[src/logic/imc_defines.svh]
`ifndef IMC_DEFINES_SVH
`define IMC_DEFINES_SVH
`define IMC_CLK_PERIOD_NS 50
`define IMC_TICK_NS 100_000_000
`define IMC_TICK_CYCLES (`IMC_TICK_NS / `IMC_CLK_PERIOD_NS)
`define IMC_T_INIT_MIN_DS 16'h000A
`define IMC_T_BOOT_DS 16'h0258
`define IMC_T_ACT_DS 16'h044C
`define IMC_T_SLOW_DS 16'h0500
`define IMC_T_SCI_DS 16'h0020
`define IMC_T_OBS_HK_DS 16'h0080
`define IMC_PKT_MIN 7'h0C
`define IMC_PKT_MAX 7'h60
`define IMC_PKT_LAST 2'h3
`define IMC_TOK_WIN 8'h3F
`define IMC_DEF_COOLER 1'b1
`define IMC_PC_PWR_ON 0
`define IMC_PC_PWR_OFF 1
`define IMC_PC_COOL_ON 2
`define IMC_PC_COOL_OFF 3
`define IMC_PC_MAIN_EN 4
`define IMC_PC_SPARE_EN 5
`endif

[src/logic/imc_pkg.sv]
package imc_pkg;
  typedef enum logic [2:0] {
    MODE_BOOT = 3'b000,
    MODE_UPLOAD = 3'b001,
    MODE_INIT = 3'b010,
    MODE_PREOBS = 3'b011,
    MODE_OBS = 3'b100,
    MODE_OUTGAS = 3'b101
  } imc_mode_t;
  typedef enum logic [1:0] {
    LINK_READY = 2'b00,
    LINK_NULL = 2'b01,
    LINK_UP = 2'b10,
    LINK_FAIL = 2'b11
  } imc_link_t;
  typedef enum logic [1:0] {
    TOK_IDLE = 2'b00,
    TOK_NULL = 2'b01,
    TOK_FCC = 2'b10,
    TOK_DATA = 2'b11
  } imc_tok_t;
  typedef enum logic [3:0] {
    TC_INIT = 4'b0000,
    TC_START = 4'b0001,
    TC_RESUME = 4'b0010,
    TC_STANDBY = 4'b0011,
    TC_STOP = 4'b0100,
    TC_HS_START = 4'b0101,
    TC_SCI_STOP = 4'b0110,
    TC_TIME_UPD = 4'b0111
  } imc_tc_t;
  typedef enum logic [1:0] {
    INIT_NORMAL = 2'b00,
    INIT_UPLOAD = 2'b01,
    INIT_OUTGAS = 2'b10
  } imc_init_t;
  typedef enum logic [2:0] {
    REP_HK = 3'b000,
    REP_LOW_SCI = 3'b001,
    REP_ACCEPT = 3'b010,
    REP_STOPPED = 3'b011,
    REP_ANOMALY = 3'b100
  } imc_rep_t;
endpackage

[src/logic/imc_link_if.sv]
`timescale 1ns/1ns
interface imc_link_if;
  import imc_pkg::*;
  logic tcValid;
  imc_tc_t tcCode;
  logic [15:0] tcArg;
  logic tcLine;
  logic syncPulse;
  logic [1:0] nomActive;
  logic [1:0] redActive;
  logic nominalPowerOnPulse;
  logic nominalPowerOffPulse;
  logic nominalCoolerOnPulse;
  logic nominalCoolerOffPulse;
  logic nominalLineMainBoardEnable;
  logic nominalLineSpareBoardEnable;
  imc_tok_t craftTok;
  logic craftReady;
  imc_tok_t instTok;
  logic [7:0] instData;
  logic tmValid;
  imc_rep_t tmKind;
  modport inst (
    input tcValid, tcCode, tcArg, tcLine, syncPulse, nomActive, redActive,
    input nominalPowerOnPulse, nominalPowerOffPulse, nominalCoolerOnPulse, nominalCoolerOffPulse,
    input nominalLineMainBoardEnable, nominalLineSpareBoardEnable, craftTok, craftReady,
    output instTok, instData, tmValid, tmKind
  );
  modport craft (
    output tcValid, tcCode, tcArg, tcLine, syncPulse, nomActive, redActive,
    output nominalPowerOnPulse, nominalPowerOffPulse, nominalCoolerOnPulse, nominalCoolerOffPulse,
    output nominalLineMainBoardEnable, nominalLineSpareBoardEnable, craftTok, craftReady,
    input instTok, instData, tmValid, tmKind
  );
endinterface

[src/logic/imc_skid_buf.sv]
`timescale 1ns/1ns
module imc_skid_buf #(
  parameter int WIDTH = 8
) (
  input wire logic clk_sys,
  input wire logic reset,
  input wire logic inValid,
  input wire logic [WIDTH-1:0] inData,
  output logic inReady,
  output logic outValid,
  input wire logic outReady,
  output logic [WIDTH-1:0] outData
);
  logic [WIDTH-1:0] mem_reg [2];
  logic wrPtr_reg;
  logic rdPtr_reg;
  logic [1:0] count_reg;
  wire doWrite = inValid && inReady;
  wire doRead = outValid && outReady;
  assign inReady = (count_reg != 2'h2);
  assign outValid = (count_reg != 2'h0);
  assign outData = mem_reg[rdPtr_reg];
  always_ff @(posedge clk_sys) begin
    if (reset) begin
      wrPtr_reg <= 1'b0;
      rdPtr_reg <= 1'b0;
      count_reg <= 2'h0;
    end else begin
      if (doWrite) begin
        wrPtr_reg <= !wrPtr_reg;
      end
      if (doRead) begin
        rdPtr_reg <= !rdPtr_reg;
      end
      count_reg <= count_reg + {1'b0, doWrite} - {1'b0, doRead};
    end
  end
  // Storage needs no reset; count guards every read
  always_ff @(posedge clk_sys) begin
    if (doWrite) begin
      mem_reg[wrPtr_reg] <= inData;
    end
  end
endmodule

[src/logic/imc_instrument.sv]
`timescale 1ns/1ns
`include "imc_defines.svh"
// Operation
// - Craft sends init command within 1..60 s
// - At 60 s leave boot unless upload
// - Activate init at 110 s, else default
// - Keep only the last init command
// - Activation goes pre-observation or outgassing, locked
// - Pre-observation: coolers, reports every 128 s
// - Observation: 12..96 packets/3.2 s, report/12.8 s
// - Outgassing: no science, report every 128 s
// - Pick active remote line for commands and telemetry; the code gates only commands by it
// - Line choice kept per processing board
// - Far end ready, awaiting null tokens
// - After power-on link ready, no tokens
// - Start-link command begins null tokens
// - Far end answers nulls with fcc and null
// - Null received: send fcc and null, up
// - Check tokens; send science while good
// - Check fails: stop tokens, report anomaly
// - Stop science at packet boundary, report stopped
// - Stop command: accept, stopped, far end closes
// - Time update takes effect on sync pulse
// - Separate discrete pulses for power, cooler, boards
// - High-speed data only in observation
// - Observation entered/left only by four commands; science stop also leaves it
module imc_instrument #(
  parameter int TICK_CYCLES = `IMC_TICK_CYCLES
) (
  input wire logic clk_sys,
  input wire logic reset,
  imc_link_if.inst link,
  output imc_pkg::imc_mode_t mode,
  output imc_pkg::imc_link_t linkState,
  output logic coolerOn,
  output logic heaterOn,
  output logic [1:0] lineSelRed,
  output logic activeBoard,
  output logic [15:0] obtTime
);
  import imc_pkg::*;
  logic [31:0] tickCnt_reg;
  logic tick_reg;
  logic [15:0] secCnt_reg;
  imc_mode_t mode_reg;
  imc_mode_t modeNext;
  imc_link_t link_reg;
  imc_link_t linkNext;
  logic initSeen_reg;
  imc_init_t initKind_reg;
  logic initCooler_reg;
  logic coolerCfg_reg;
  logic coolerPwr_reg;
  logic [1:0] selRed_reg;
  logic board_reg;
  logic [15:0] perCnt_reg;
  logic [15:0] sciCnt_reg;
  logic [6:0] nPkt_reg;
  logic [6:0] pktLeft_reg;
  logic [1:0] wordIdx_reg;
  logic [5:0] pktSeq_reg;
  logic stopPend_reg;
  logic sciEnd_reg;
  logic [7:0] winCnt_reg;
  logic seenF_reg;
  logic seenN_reg;
  logic alt_reg;
  logic [4:0] pend_reg;
  logic [4:0] pick;
  logic [2:0] pickIdx;
  logic pickAny;
  logic timePend_reg;
  logic [15:0] timeVal_reg;
  logic bufInReady;
  logic bufOutValid;
  logic [7:0] bufOutData;

  wire tickWrap = (tickCnt_reg == 32'(TICK_CYCLES - 1));
  wire tcOk = link.tcValid && (link.tcLine == selRed_reg[board_reg]);
  wire privOk = tcOk && (mode_reg != MODE_OUTGAS);
  wire tcInit = tcOk && (link.tcCode == TC_INIT) && (mode_reg == MODE_BOOT);
  wire tcGo = privOk && ((link.tcCode == TC_START) || (link.tcCode == TC_RESUME));
  wire tcHalt = privOk && ((link.tcCode == TC_STANDBY) || (link.tcCode == TC_STOP));
  wire tcSciStop = privOk && (link.tcCode == TC_SCI_STOP);
  wire tcHsStart = privOk && (link.tcCode == TC_HS_START);
  wire tcTime = tcOk && (link.tcCode == TC_TIME_UPD);
  wire bootDone = (secCnt_reg >= `IMC_T_BOOT_DS);
  wire actDone = (secCnt_reg >= `IMC_T_ACT_DS);
  wire isObs = (mode_reg == MODE_OBS);
  wire isPre = (mode_reg == MODE_PREOBS);
  wire periodic = isPre || isObs || (mode_reg == MODE_OUTGAS);
  wire [15:0] hkLast = (isObs ? `IMC_T_OBS_HK_DS : `IMC_T_SLOW_DS) - 16'h0001;
  wire hkEvt = periodic && tick_reg && (perCnt_reg == hkLast);
  wire lowSciEvt = hkEvt && isPre;
  wire sciEvt = isObs && tick_reg && (sciCnt_reg == `IMC_T_SCI_DS - 16'h0001);
  wire linkUp = (link_reg == LINK_UP);
  wire boundary = (wordIdx_reg == 2'h0) || !linkUp;
  wire stopDone = isObs && stopPend_reg && boundary;
  wire genGo = isObs && linkUp && ((wordIdx_reg != 2'h0) || ((pktLeft_reg != 7'h00) && !stopPend_reg));
  wire push = genGo && bufInReady;
  wire winEnd = linkUp && (winCnt_reg == `IMC_TOK_WIN);
  wire tokBad = winEnd && !(seenF_reg && seenN_reg);
  wire sendData = linkUp && isObs && bufOutValid && link.craftReady;
  wire [6:0] argPkt = link.tcArg[6:0];
  wire [6:0] pktClamp = (argPkt < `IMC_PKT_MIN) ? `IMC_PKT_MIN : ((argPkt > `IMC_PKT_MAX) ? `IMC_PKT_MAX : argPkt);
  wire [4:0] newEv = {tokBad, stopDone, tcSciStop, lowSciEvt, hkEvt};

  imc_skid_buf #(
    .WIDTH(8)
  ) sciBuf (
    .clk_sys(clk_sys),
    .reset(reset),
    .inValid(genGo),
    .inData({pktSeq_reg, wordIdx_reg}),
    .inReady(bufInReady),
    .outValid(bufOutValid),
    .outReady(sendData),
    .outData(bufOutData)
  );

  always_comb begin
    modeNext = mode_reg;
    unique case (mode_reg)
      MODE_BOOT: if (bootDone) modeNext = (initSeen_reg && initKind_reg == INIT_UPLOAD) ? MODE_UPLOAD : MODE_INIT;
      MODE_UPLOAD: modeNext = MODE_UPLOAD;
      MODE_INIT: if (actDone) modeNext = (initSeen_reg && initKind_reg == INIT_OUTGAS) ? MODE_OUTGAS : MODE_PREOBS;
      MODE_PREOBS: if (tcGo) modeNext = MODE_OBS;
      MODE_OBS: if (stopDone) modeNext = MODE_PREOBS;
      MODE_OUTGAS: modeNext = MODE_OUTGAS;
      default: modeNext = MODE_BOOT;
    endcase
  end

  always_comb begin
    linkNext = link_reg;
    unique case (link_reg)
      LINK_READY: if (tcHsStart) linkNext = LINK_NULL;
      LINK_NULL: if (link.craftTok == TOK_NULL) linkNext = LINK_UP;
      LINK_UP: begin
        if (tokBad) begin
          linkNext = LINK_FAIL;
        end else if (stopDone && (sciEnd_reg || tcSciStop)) begin
          // Only a science stop closes; the far end keeps tokens up across stand-by
          linkNext = LINK_READY;
        end
      end
      LINK_FAIL: if (tcHsStart) linkNext = LINK_NULL;
    endcase
  end

  // Lowest pending report first, so acceptance precedes stopped
  always_comb begin
    pick = 5'h00;
    pickIdx = 3'h0;
    pickAny = 1'b0;
    for (int i = 0; i < 5; i++) begin
      if (pend_reg[i] && !pickAny) begin
        pick[i] = 1'b1;
        pickIdx = 3'(i);
        pickAny = 1'b1;
      end
    end
  end

  genvar b;
  generate
    for (b = 0; b < 2; b++) begin : gLine
      always_ff @(posedge clk_sys) begin
        if (reset) begin
          selRed_reg[b] <= 1'b0;
        end else if (selRed_reg[b]) begin
          selRed_reg[b] <= !(!link.redActive[b] && link.nomActive[b]);
        end else begin
          selRed_reg[b] <= !link.nomActive[b] && link.redActive[b];
        end
      end
    end
  endgenerate

  always_ff @(posedge clk_sys) begin
    if (reset) begin
      tickCnt_reg <= 32'h0000_0000;
      tick_reg <= 1'b0;
      secCnt_reg <= 16'h0000;
      mode_reg <= MODE_BOOT;
      link_reg <= LINK_READY;
      board_reg <= 1'b0;
      coolerPwr_reg <= 1'b0;
    end else begin
      tickCnt_reg <= tickWrap ? 32'h0000_0000 : tickCnt_reg + 32'h0000_0001;
      tick_reg <= tickWrap;
      if (tick_reg && secCnt_reg != 16'hFFFF) begin
        secCnt_reg <= secCnt_reg + 16'h0001;
      end
      mode_reg <= modeNext;
      link_reg <= linkNext;
      if (link.nominalLineMainBoardEnable) begin
        board_reg <= 1'b0;
      end else if (link.nominalLineSpareBoardEnable) begin
        board_reg <= 1'b1;
      end
      if (link.nominalCoolerOnPulse) begin
        coolerPwr_reg <= 1'b1;
      end else if (link.nominalCoolerOffPulse) begin
        coolerPwr_reg <= 1'b0;
      end
    end
  end

  always_ff @(posedge clk_sys) begin
    if (reset) begin
      initSeen_reg <= 1'b0;
      initKind_reg <= INIT_NORMAL;
      initCooler_reg <= 1'b0;
      coolerCfg_reg <= 1'b0;
    end else begin
      if (tcInit && !bootDone) begin
        initSeen_reg <= 1'b1;
        initKind_reg <= imc_init_t'(link.tcArg[1:0]);
        initCooler_reg <= link.tcArg[2];
      end
      if (mode_reg == MODE_INIT && actDone) begin
        coolerCfg_reg <= initSeen_reg ? initCooler_reg : `IMC_DEF_COOLER;
      end
    end
  end

  always_ff @(posedge clk_sys) begin
    if (reset || mode_reg != modeNext) begin
      perCnt_reg <= 16'h0000;
      sciCnt_reg <= 16'h0000;
    end else if (tick_reg) begin
      perCnt_reg <= (perCnt_reg == hkLast) ? 16'h0000 : perCnt_reg + 16'h0001;
      sciCnt_reg <= sciEvt ? 16'h0000 : sciCnt_reg + 16'h0001;
    end
  end

  always_ff @(posedge clk_sys) begin
    if (reset || !isObs) begin
      pktLeft_reg <= 7'h00;
      wordIdx_reg <= 2'h0;
      stopPend_reg <= 1'b0;
      sciEnd_reg <= 1'b0;
    end else begin
      sciEnd_reg <= tcSciStop || sciEnd_reg;
      if (sciEvt) begin
        pktLeft_reg <= nPkt_reg;
      end else if (push && wordIdx_reg == 2'h0) begin
        pktLeft_reg <= pktLeft_reg - 7'h01;
      end
      if (push) begin
        wordIdx_reg <= (wordIdx_reg == `IMC_PKT_LAST) ? 2'h0 : wordIdx_reg + 2'h1;
      end
      stopPend_reg <= tcHalt || tcSciStop || (stopPend_reg && !stopDone);
    end
  end

  always_ff @(posedge clk_sys) begin
    if (reset) begin
      nPkt_reg <= `IMC_PKT_MIN;
      pktSeq_reg <= 6'h00;
      pend_reg <= 5'h00;
      link.tmValid <= 1'b0;
      link.tmKind <= REP_HK;
    end else begin
      if (tcGo && isPre) begin
        nPkt_reg <= pktClamp;
      end
      if (push && wordIdx_reg == `IMC_PKT_LAST) begin
        pktSeq_reg <= pktSeq_reg + 6'h01;
      end
      pend_reg <= (pend_reg & ~pick) | newEv;
      link.tmValid <= pickAny;
      link.tmKind <= imc_rep_t'(pickIdx);
    end
  end

  always_ff @(posedge clk_sys) begin
    if (reset || !linkUp) begin
      winCnt_reg <= 8'h00;
      seenF_reg <= 1'b0;
      seenN_reg <= 1'b0;
      alt_reg <= 1'b0;
    end else begin
      winCnt_reg <= winEnd ? 8'h00 : winCnt_reg + 8'h01;
      seenF_reg <= (link.craftTok == TOK_FCC) || (seenF_reg && !winEnd);
      seenN_reg <= (link.craftTok == TOK_NULL) || (seenN_reg && !winEnd);
      alt_reg <= sendData ? alt_reg : !alt_reg;
    end
  end

  always_ff @(posedge clk_sys) begin
    if (reset) begin
      link.instTok <= TOK_IDLE;
      link.instData <= 8'h00;
    end else begin
      unique case (linkNext)
        LINK_NULL: link.instTok <= TOK_NULL;
        LINK_UP: link.instTok <= sendData ? TOK_DATA : (alt_reg ? TOK_FCC : TOK_NULL);
        default: link.instTok <= TOK_IDLE;
      endcase
      link.instData <= bufOutData;
    end
  end

  always_ff @(posedge clk_sys) begin
    if (reset) begin
      timePend_reg <= 1'b0;
      timeVal_reg <= 16'h0000;
      obtTime <= 16'h0000;
    end else begin
      if (tcTime) begin
        timeVal_reg <= link.tcArg;
      end
      timePend_reg <= (tcTime || timePend_reg) && !link.syncPulse;
      if (link.syncPulse && (timePend_reg || tcTime)) begin
        obtTime <= tcTime ? link.tcArg : timeVal_reg;
      end else if (tick_reg) begin
        obtTime <= obtTime + 16'h0001;
      end
    end
  end

  always_ff @(posedge clk_sys) begin
    if (reset) begin
      mode <= MODE_BOOT;
      linkState <= LINK_READY;
      coolerOn <= 1'b0;
      heaterOn <= 1'b0;
      lineSelRed <= 2'h0;
      activeBoard <= 1'b0;
    end else begin
      mode <= mode_reg;
      linkState <= link_reg;
      coolerOn <= coolerPwr_reg && coolerCfg_reg && (isPre || isObs);
      heaterOn <= (mode_reg == MODE_OUTGAS);
      lineSelRed <= selRed_reg;
      activeBoard <= board_reg;
    end
  end
endmodule

[src/flat_wrapper.sv]
// flat-port wrapper written by rule: the top's interface ports become plain ports
module imc_instrument_flat import imc_pkg::*;
#(
  parameter int TICK_CYCLES = `IMC_TICK_CYCLES
)
  (clk_sys, reset, mode, linkState, coolerOn, heaterOn, lineSelRed, activeBoard, obtTime, link_tcValid, link_tcCode, link_tcArg, link_tcLine, link_syncPulse, link_nomActive, link_redActive, link_nominalPowerOnPulse, link_nominalPowerOffPulse, link_nominalCoolerOnPulse, link_nominalCoolerOffPulse, link_nominalLineMainBoardEnable, link_nominalLineSpareBoardEnable, link_craftTok, link_craftReady, link_instTok, link_instData, link_tmValid, link_tmKind);
  imc_link_if link_i ();
  input wire logic clk_sys;
  input wire logic reset;
  output imc_pkg::imc_mode_t mode;
  output imc_pkg::imc_link_t linkState;
  output logic coolerOn;
  output logic heaterOn;
  output logic [1:0] lineSelRed;
  output logic activeBoard;
  output logic [15:0] obtTime;
  input wire logic [$bits(link_i.tcValid)-1:0] link_tcValid;
  input wire logic [$bits(link_i.tcCode)-1:0] link_tcCode;
  input wire logic [$bits(link_i.tcArg)-1:0] link_tcArg;
  input wire logic [$bits(link_i.tcLine)-1:0] link_tcLine;
  input wire logic [$bits(link_i.syncPulse)-1:0] link_syncPulse;
  input wire logic [$bits(link_i.nomActive)-1:0] link_nomActive;
  input wire logic [$bits(link_i.redActive)-1:0] link_redActive;
  input wire logic [$bits(link_i.nominalPowerOnPulse)-1:0] link_nominalPowerOnPulse;
  input wire logic [$bits(link_i.nominalPowerOffPulse)-1:0] link_nominalPowerOffPulse;
  input wire logic [$bits(link_i.nominalCoolerOnPulse)-1:0] link_nominalCoolerOnPulse;
  input wire logic [$bits(link_i.nominalCoolerOffPulse)-1:0] link_nominalCoolerOffPulse;
  input wire logic [$bits(link_i.nominalLineMainBoardEnable)-1:0] link_nominalLineMainBoardEnable;
  input wire logic [$bits(link_i.nominalLineSpareBoardEnable)-1:0] link_nominalLineSpareBoardEnable;
  input wire logic [$bits(link_i.craftTok)-1:0] link_craftTok;
  input wire logic [$bits(link_i.craftReady)-1:0] link_craftReady;
  output wire logic [$bits(link_i.instTok)-1:0] link_instTok;
  output wire logic [$bits(link_i.instData)-1:0] link_instData;
  output wire logic [$bits(link_i.tmValid)-1:0] link_tmValid;
  output wire logic [$bits(link_i.tmKind)-1:0] link_tmKind;
  assign link_i.tcValid = link_tcValid;
  assign link_i.tcCode = link_tcCode;
  assign link_i.tcArg = link_tcArg;
  assign link_i.tcLine = link_tcLine;
  assign link_i.syncPulse = link_syncPulse;
  assign link_i.nomActive = link_nomActive;
  assign link_i.redActive = link_redActive;
  assign link_i.nominalPowerOnPulse = link_nominalPowerOnPulse;
  assign link_i.nominalPowerOffPulse = link_nominalPowerOffPulse;
  assign link_i.nominalCoolerOnPulse = link_nominalCoolerOnPulse;
  assign link_i.nominalCoolerOffPulse = link_nominalCoolerOffPulse;
  assign link_i.nominalLineMainBoardEnable = link_nominalLineMainBoardEnable;
  assign link_i.nominalLineSpareBoardEnable = link_nominalLineSpareBoardEnable;
  assign link_i.craftTok = link_craftTok;
  assign link_i.craftReady = link_craftReady;
  assign link_instTok = link_i.instTok;
  assign link_instData = link_i.instData;
  assign link_tmValid = link_i.tmValid;
  assign link_tmKind = link_i.tmKind;
  imc_instrument #(.TICK_CYCLES(TICK_CYCLES)) u_core (.clk_sys(clk_sys), .reset(reset), .link(link_i), .mode(mode), .linkState(linkState), .coolerOn(coolerOn), .heaterOn(heaterOn), .lineSelRed(lineSelRed), .activeBoard(activeBoard), .obtTime(obtTime));
endmodule
[config.mk]
export PLATFORM = sky130hd
export DESIGN_NAME = imc_instrument_flat
export DESIGN_NICKNAME = d
export VERILOG_FILES = /design/src/logic/imc_pkg.sv /design/src/logic/imc_link_if.sv /design/src/logic/imc_skid_buf.sv /design/src/logic/imc_instrument.sv /design/src/flat_wrapper.sv
export VERILOG_INCLUDE_DIRS = /design/src /design/src/logic
export SDC_FILE = /design/constraint.sdc
export NUM_CORES = 1
export LEC_CHECK = 0
export BUFFER_PORTS_ARGS = -buffer_cell sky130_fd_sc_hd__buf_2
export CORE_ASPECT_RATIO = 1.1
export CORE_MARGIN = 1.5
export CORE_UTILIZATION = 60
export CTS_CLUSTER_DIAMETER = 200
export DETAILED_ROUTE_END_ITERATION = 12
export PLACE_DENSITY = 0.91
export SLEW_MARGIN = 10
export SYNTH_ARGS = -nofsm -noshare
export SYNTH_HDL_FRONTEND = slang
export SYNTH_HIERARCHICAL = 1
export SYNTH_SLANG_ARGS = --single-unit
[constraint.sdc]
create_clock -name clk_sys -period 3.4 [get_ports clk_sys]
set_input_delay 0.17 -clock clk_sys [delete_from_list [all_inputs] [get_ports clk_sys]]
set_output_delay 0.17 -clock clk_sys [all_outputs]
set_load 0.1 [all_outputs]
==> results of run 1 <==
final timing paths:
| path | startpoint | to | slack (ns) | cells after the start |
|---|---|---|---|---|
| worst max register to register | u_core/wordIdx_reg[0] | u_core/link.instTok[1] | 0.58 | 9 |
| worst max-delay path | u_core/wordIdx_reg[0] | u_core/link.instTok[1] | 0.58 | 9 |
| worst min register to register | u_core/nPkt_reg[5] | u_core/nPkt_reg[5] | 0.45 | 2 |
| worst min-delay path | link_craftTok[1] | u_core/seenN_reg | 0.02 | 4 |
worst min-delay path, delay by kind of cell:
family          cells  cell delay [ns]
compound gates      1             0.12
buf+inv             1             0.08
simple gates        2             0.10
cell families (layout without fill, tap and decap cells):
kind of cell	Yosys count	after routing
AND/OR/NAND/NOR	466	466
flip-flops	213	213
AO/OA/AOI/OAI	145	145
XOR/XNOR	101	101
buffers and inverters	78	173
multiplexers	36	36
adder cells (fa/ha/maj)	17	17
Yosys cell counts (all sizes together) (6+ instances only):
master,instances
mux2i,21
a21oi,54
a211oi,7
clkbuf,29
nand3b,7
o21ai,32
or3,11
o211ai,7
or2,6
dfxtp,197
nand2,64
and3,22
nor3b,6
mux2,15
a311oi,11
edfxtp,16
xnor2,30
xor2,71
inv,28
buf,20
nand4,36
nor4,21
nand3,50
nor2b,21
nor2,120
ha,17
and2,11
and4,15
nor3,59
layout make-up:
cell class / instances / area share, %
Inverter: 29 / 0.980
Tap cell: 200 / 2.25
Multi-Input combinational cell: 765 / 44.5
Clock inverter: 8 / 0.811
Timing Repair Buffer: 106 / 6.06
Clock buffer: 30 / 5.60
Sequential cell: 213 / 39.8
metal layers:
metal	vias up	track usage, %
met4	0	7.45
met5	-	0
met1	3745	28.1
met3	31	3.82
li1	3923	-
met2	154	44.9
metrics by stage:
step,total power [uW],hold slack (ns),worst slack (ns)
final,5120,0.0229,0.584
after global routing,5290,0.0407,0.394
after CTS,5160,0.00117,0.628
after detailed placement,2770,0.350,0.670
after global placement,2770,0.344,0.727
after floorplan,2720,0.239,0.781
power groups by stage:
stage	clock (uW)	sequential, uW	combinational [uW]
after floorplan	0	2640	85.7
after global placement	0	2600	171
after detailed placement	0	2600	174
after CTS	2420	2550	197
after global routing	2530	2550	215
final	2370	2550	198
==> run_results.csv, run 1 <==
group,metric,value,unit
run_status,status,"completed",
yosys,synthMuxAreaShare,4.13,%
timing,tightestPinTransition,0.738,ns
pwr,ir_worst_vdd,0.403,mV
timing,rsz0062_at_grt,"false",
final_layout,seqCellArea,0.00442,mm^2
yosys,ys.flop_type,"dfxtp_1",
worst_setup_path,cp.required,3.80,ns
pwr,p_switching,1090,uW
pwr,p_int,4030,uW
yosys,synth_area_leaders,"dfxtp_1 41%, xor2_1 6.4%, edfxtp_1 5.0%",
yosys,synthXorXnorAreaFrac,9.15,%
routing,drt-met1-wl,8420,um
floorplan,io_pins,78,
cts,cts_hold_buf,25,
routing,via_per_inst,5.81,
global_route,grt_max_degree,71,
cts,cts.sinks,213,
yosys,syn_inst,1056,
yosys,synth-edff-count,16,
yosys,synth_seq_cells,213,
timing,hold_viol,0,
global_route,grt_pass1_vias,7559,
timing,period_needed,2.82,ns
routing,vias,7853,
floorplan,dieWidth,124,um
worst_setup_path,critPathTopFamily,"simple AND/OR/NAND/NOR gates",
cts,clk_latency,0.51,ns
routing,drt_iter0_drc,441,
final_layout,multi_input_area,0.00494,mm^2
yosys,yosysSeqAreaShare,45.8,%
pwr,sequentialPowerShare,49.8,%
timing,fin_crit_sh,82.8,%
floorplan,dieArea,0.0169,mm^2
yosys,synthAdderAreaFrac,2.20,%
floorplan,die_height,136,um
final_layout,fin_util,70.6,%
final_layout,antenna_cells,0,
pwr,p_leak,0.00415,uW
worst_setup_path,crit_path_start_kind,"flop",
cts,ctsResizeCount,0,
yosys,syn_area_per_cell,9.16,um^2
yosys,yosys.area_share.simple,25.7,%
final_layout,fin_nets,1192,
placement,routabilityCongestion,0.852,
routing,routed-wl-met3,822,um
worst_setup_path,cp-end-kind,"flop",
routing,drcViolationCount,0,
yosys,yosysTopAreaCellShare,40.8,%
timing,fmax,0.355,GHz
final_layout,area_growth,14.9,%
final_layout,final_cells,1351,
final_layout,fill_cells,1135,
hold_path,hp-class,"input pin to flop",
timing,max-slew-margin-rel,50.1,%
cts,clk_pin_slew,0.06,ns
routing,wl_met2,10500,um
placement,dpl_cell_area,0.0101,mm^2
final_layout,final_cell_area,0.0111,mm^2
yosys,syn_area,0.00967,mm^2
timing,fin_skew,0.0129,ns
routing,dr.pass1.iters,4,
worst_setup_path,slowest_delay,0.54,ns
routing,wl_per_cell,14.9,um
global_route,antenna_found_initial,0,
timing,setup-tns-final,0,ns
yosys,synth_cell_types,79,
yosys,synth_top_area_cell,"dfxtp_1",
worst_setup_path,cp_common_cell,"ha_1",
final_layout,layout_commonest_cell,"dfxtp_1",
cts,cts_setup_buffers,0,
timing,drv_slew,0,
final_layout,final_cell_mix,"197 x dfxtp_1, 119 x nor2_1, 74 x buf_2",
pwr,switching_share,21.3,%
cts,cts_root_buf,"clkbuf_16",
timing,setup_violations,0,
cts,htree_num_levels,1,
routing,top_layer,"met4",
yosys,synth_fp_nets,1111,
routing,ant_nets,0,
job,maxCapViolations,0,
floorplan,core-area,0.0157,mm^2
worst_setup_path,crit_arrival,3.21,ns
worst_setup_path,cp_slowest_cell,"or4b_4",
cts,cts_tree,"built",
routing,routed_wl,20200,um
global_route,gr-total-overflow,0,
floorplan,num_rows,48,
pwr,p_per_area,461,mW/mm^2
final_layout,largest_reg_flops,32,
cts,cts_buffers,22,
pwr,combPwrFrac,3.9,%
floorplan,start_util,61.4,%
global_route,track_usage,24.1,%
pwr,pwr-share-clk,46.4,%
placement,numPortBuffers,75,
worst_setup_path,cp_cell_sequence,"inv_1 > ha_1 > nor2b_4 > or4b_4 > a211o_1 > a211oi_1 > nor2_1 > ha_1 > nor4b_1",
global_route,grt_pass1_wl,33700,um
final_layout,drive_above_1_share,12.9,%
yosys,async_reset_ff_share,0,%
worst_setup_path,cp_max_fo,6,
worst_setup_path,critPathBufInv,1,
yosys,synth_top_family_by_area,"simple AND/OR/NAND/NOR gates",
yosys,synth-compound-area-share,9.71,%
placement,numPlacedInstances,1288,
cts,clockBufferDepth,3,
yosys,synth_warnings,6,
worst_setup_path,critPathKind,"flop to flop",
placement,hpwlAfterDp,13400,um
Power figures use the tool's default switching activity.
==> run 2: changes to the inputs <==
Settings changed: CORE_UTILIZATION 60 to 54, PLACE_DENSITY 0.91 to 0.87.
Clock period 3.4 ns to 2.3 ns, I/O delays scaled along.
==> run 2 against run 1 <==
Against the previous run:
- the run now ends with negative setup slack left
- critical path type unchanged
- global-route usage fell by 1.1 points
- clock power increased by 48%
- maximum frequency grew 18%
- die area rose by 11%
- combinational power up 62%
- critical endpoint is now u_core/link.instTok[0]
- sequential share of layout area is 1.7 points lower
- cell count increased by 6.1%
- register-to-register slack got worse by 0.66 ns
==> run_results.csv, run 2 (synthesis results as in run 1) <==
group,metric,value,unit
run_status,status,"finished with violations",
run_status,violations,"negative setup slack",
final_layout,largest_reg_flops,32,
cts,cts_tree,"built",
routing,drcViolationCount,0,
worst_setup_path,cp.required,2.67,ns
final_layout,layout_commonest_cell,"dfxtp_1",
cts,cts_root_buf,"clkbuf_16",
worst_setup_path,cp-end-kind,"flop",
hold_path,hp-start,"link_craftReady",
timing,hold_viol,0,
pwr,p_switching,1630,uW
final_layout,final_cell_mix,"194 x dfxtp_1, 118 x nor2_1, 74 x buf_2",
timing,rsz0062_at_grt,"true",
timing,whs,0.0214,ns
pwr,p_per_area,653,mW/mm^2
timing,fin_ws,-0.0806,ns
timing,tightestPinTransition,0.560,ns
hold_path,hp-class,"input pin to flop",
worst_setup_path,ff2ff_path_depth,10,
placement,routabilityCongestion,0.883,
global_route,gr-total-overflow,0,
routing,drt_iter0_drc,334,
worst_setup_path,cp_slowest_cell,"or4b_4",
worst_setup_path,r2r-end,"u_core/link.instTok[0]",
routing,ant_nets,0,
timing,setup_violations,2,
placement,hpwlAfterDp,14300,um
floorplan,dieWidth,131,um
floorplan,die_height,143,um
routing,routed_wl,21000,um
cts,htree_num_levels,1,
pwr,ir_worst_vdd,0.579,mV
final_layout,area_growth,20.2,%
worst_setup_path,crit_path_start_kind,"flop",
floorplan,core-area,0.0176,mm^2
global_route,antenna_found_initial,0,
routing,wl_per_cell,14.6,um
timing,fin_skew,0.00763,ns
global_route,grt_pass1_vias,7724,
cts,clockBufferDepth,3,
routing,dr.pass1.iters,5,
routing,via_per_inst,5.56,
final_layout,fin_nets,1235,
floorplan,start_util,54.9,%
final_layout,fill_cells,1392,
pwr,pwr-share-clk,46.2,%
final_layout,drive_above_1_share,17.5,%
cts,cts_buffers,22,
worst_setup_path,cp_cell_sequence,"inv_2 > ha_4 > nor2b_4 > or4b_4 > a211o_1 > or2_4 > o21a_1 > ha_2 > a21oi_2 > nor3_1",
worst_setup_path,rrSetupSlack,-0.08,ns
placement,numPlacedInstances,1365,
floorplan,num_rows,51,
pwr,p_int,5970,uW
pwr,power,7590,uW
worst_setup_path,cp_max_fo,3,
final_layout,final_cells,1434,
pwr,switching_share,21.4,%
global_route,track_usage,23.0,%
timing,period_needed,2.38,ns
global_route,grt_max_degree,44,
pwr,p_leak,0.00440,uW
worst_setup_path,crit_arrival,2.75,ns
floorplan,io_pins,78,
job,maxCapViolations,0,
timing,max-slew-margin-rel,62.7,%
hold_path,whs_path_depth,4,
cts,clk_latency,0.50,ns
hold_path,hold-path-endpoint,"u_core/alt_reg",
final_layout,antenna_cells,0,
cts,cts.sinks,213,
cts,clk_pin_slew,0.06,ns
timing,setup-tns-final,-0.159,ns
final_layout,fin_util,66.0,%
worst_setup_path,slowest_delay,0.48,ns
pwr,sequentialPowerShare,49.6,%
global_route,grt_pass1_wl,35400,um
floorplan,dieArea,0.0187,mm^2
pwr,combPwrFrac,4.2,%
worst_setup_path,r2r_start,"u_core/link_reg[0]",
placement,numPortBuffers,75,
timing,fmax,0.420,GHz
routing,vias,7976,
timing,drv_slew,0,
timing,fin_crit_sh,104,%
worst_setup_path,critPathKind,"flop to flop",
## run 2: cell types whose count changed in the layout (fill, tap and decap cells not counted), moves of 3 or more
cell | previous run | this run
dfxtp_2 | 0 | 3
clkbuf_8 | 2 | 5
dlygate4sd3_1 | 25 | 28
ha_1 | 17 | 13
buf_4 | 7 | 45
dfxtp_1 | 197 | 194
## run 2: layout make-up
class / count / area [um^2] / area share (%)
Tap cell: 238 / 298 / 2.56
Inverter: 29 / 109 / 0.937
Multi-Input combinational cell: 765 / 5030 / 43.3
Clock buffer: 32 / 659 / 5.67
Clock inverter: 8 / 70.1 / 0.603
Timing Repair Buffer: 149 / 1030 / 8.85
Sequential cell: 213 / 4430 / 38.1
## run 2: how the worst max path moves through the flow
stage | startpoint | end | slack, ns | cells after the start
3_5_place_dp | u_core/link_reg[0] | u_core/link.instTok[1] | -0.13 | 9
6_report | u_core/link_reg[0] | u_core/link.instTok[0] | -0.08 | 10
4_1_cts | u_core/link_reg[0] | u_core/link.instTok[1] | -0.09 | 9
3_3_place_gp | u_core/link_reg[0] | u_core/link.instTok[1] | -0.05 | 9
2_1_floorplan | u_core/link_reg[0] | u_core/link.instTok[1] | -0.14 | 10
5_1_grt | u_core/link_reg[0] | u_core/link.instTok[1] | -0.16 | 9
## run 2: stage by stage
step                setup slack, ns  instance area (um^2)
finish                      -0.0806                 11600
global route                 -0.162                 11600
CTS                         -0.0851                 11600
detailed placement           -0.130                 10500
global placement            -0.0501                 10500
floorplan                    -0.141                  9700
## run 2: layer usage
| metal | up-vias | GRT usage [%] | wire [um] |
|---|---|---|---|
| li1 | 3998 | - | - |
| met1 | 3781 | 28.1 | 9000 |
| met2 | 154 | 41.1 | 10600 |
| met3 | 43 | 3.65 | 753 |
| met4 | 0 | 7.52 | 592 |
| met5 | - | 0 | 0 |
## run 2: power by group through the flow
stage                     Combinational, uW  Sequential (uW)  Clock (uW)
after floorplan                         128             3900           0
after global placement                  269             3840           0
after detailed placement                275             3840           0
after CTS                               316             3760        3570
after global routing                    346             3760        3750
final                                   321             3760        3510
## run 2: worst max-delay path, delay by kind of cell (launching register included)
family          cells  cell delay [ns]
flops               1             0.34
compound gates      3             0.62
fa+ha+maj           2             0.33
simple gates        4             0.91
buf+inv             1             0.05
## run 2: repair_timing
item,in CTS,in global routing
endpoints found under the setup margin,2,21
gates cloned,0,0
endpoints found under the hold margin,30,0
pin swaps,3,3
gates resized for setup,6,7
setup buffers,1,0
hold buffers,28,0
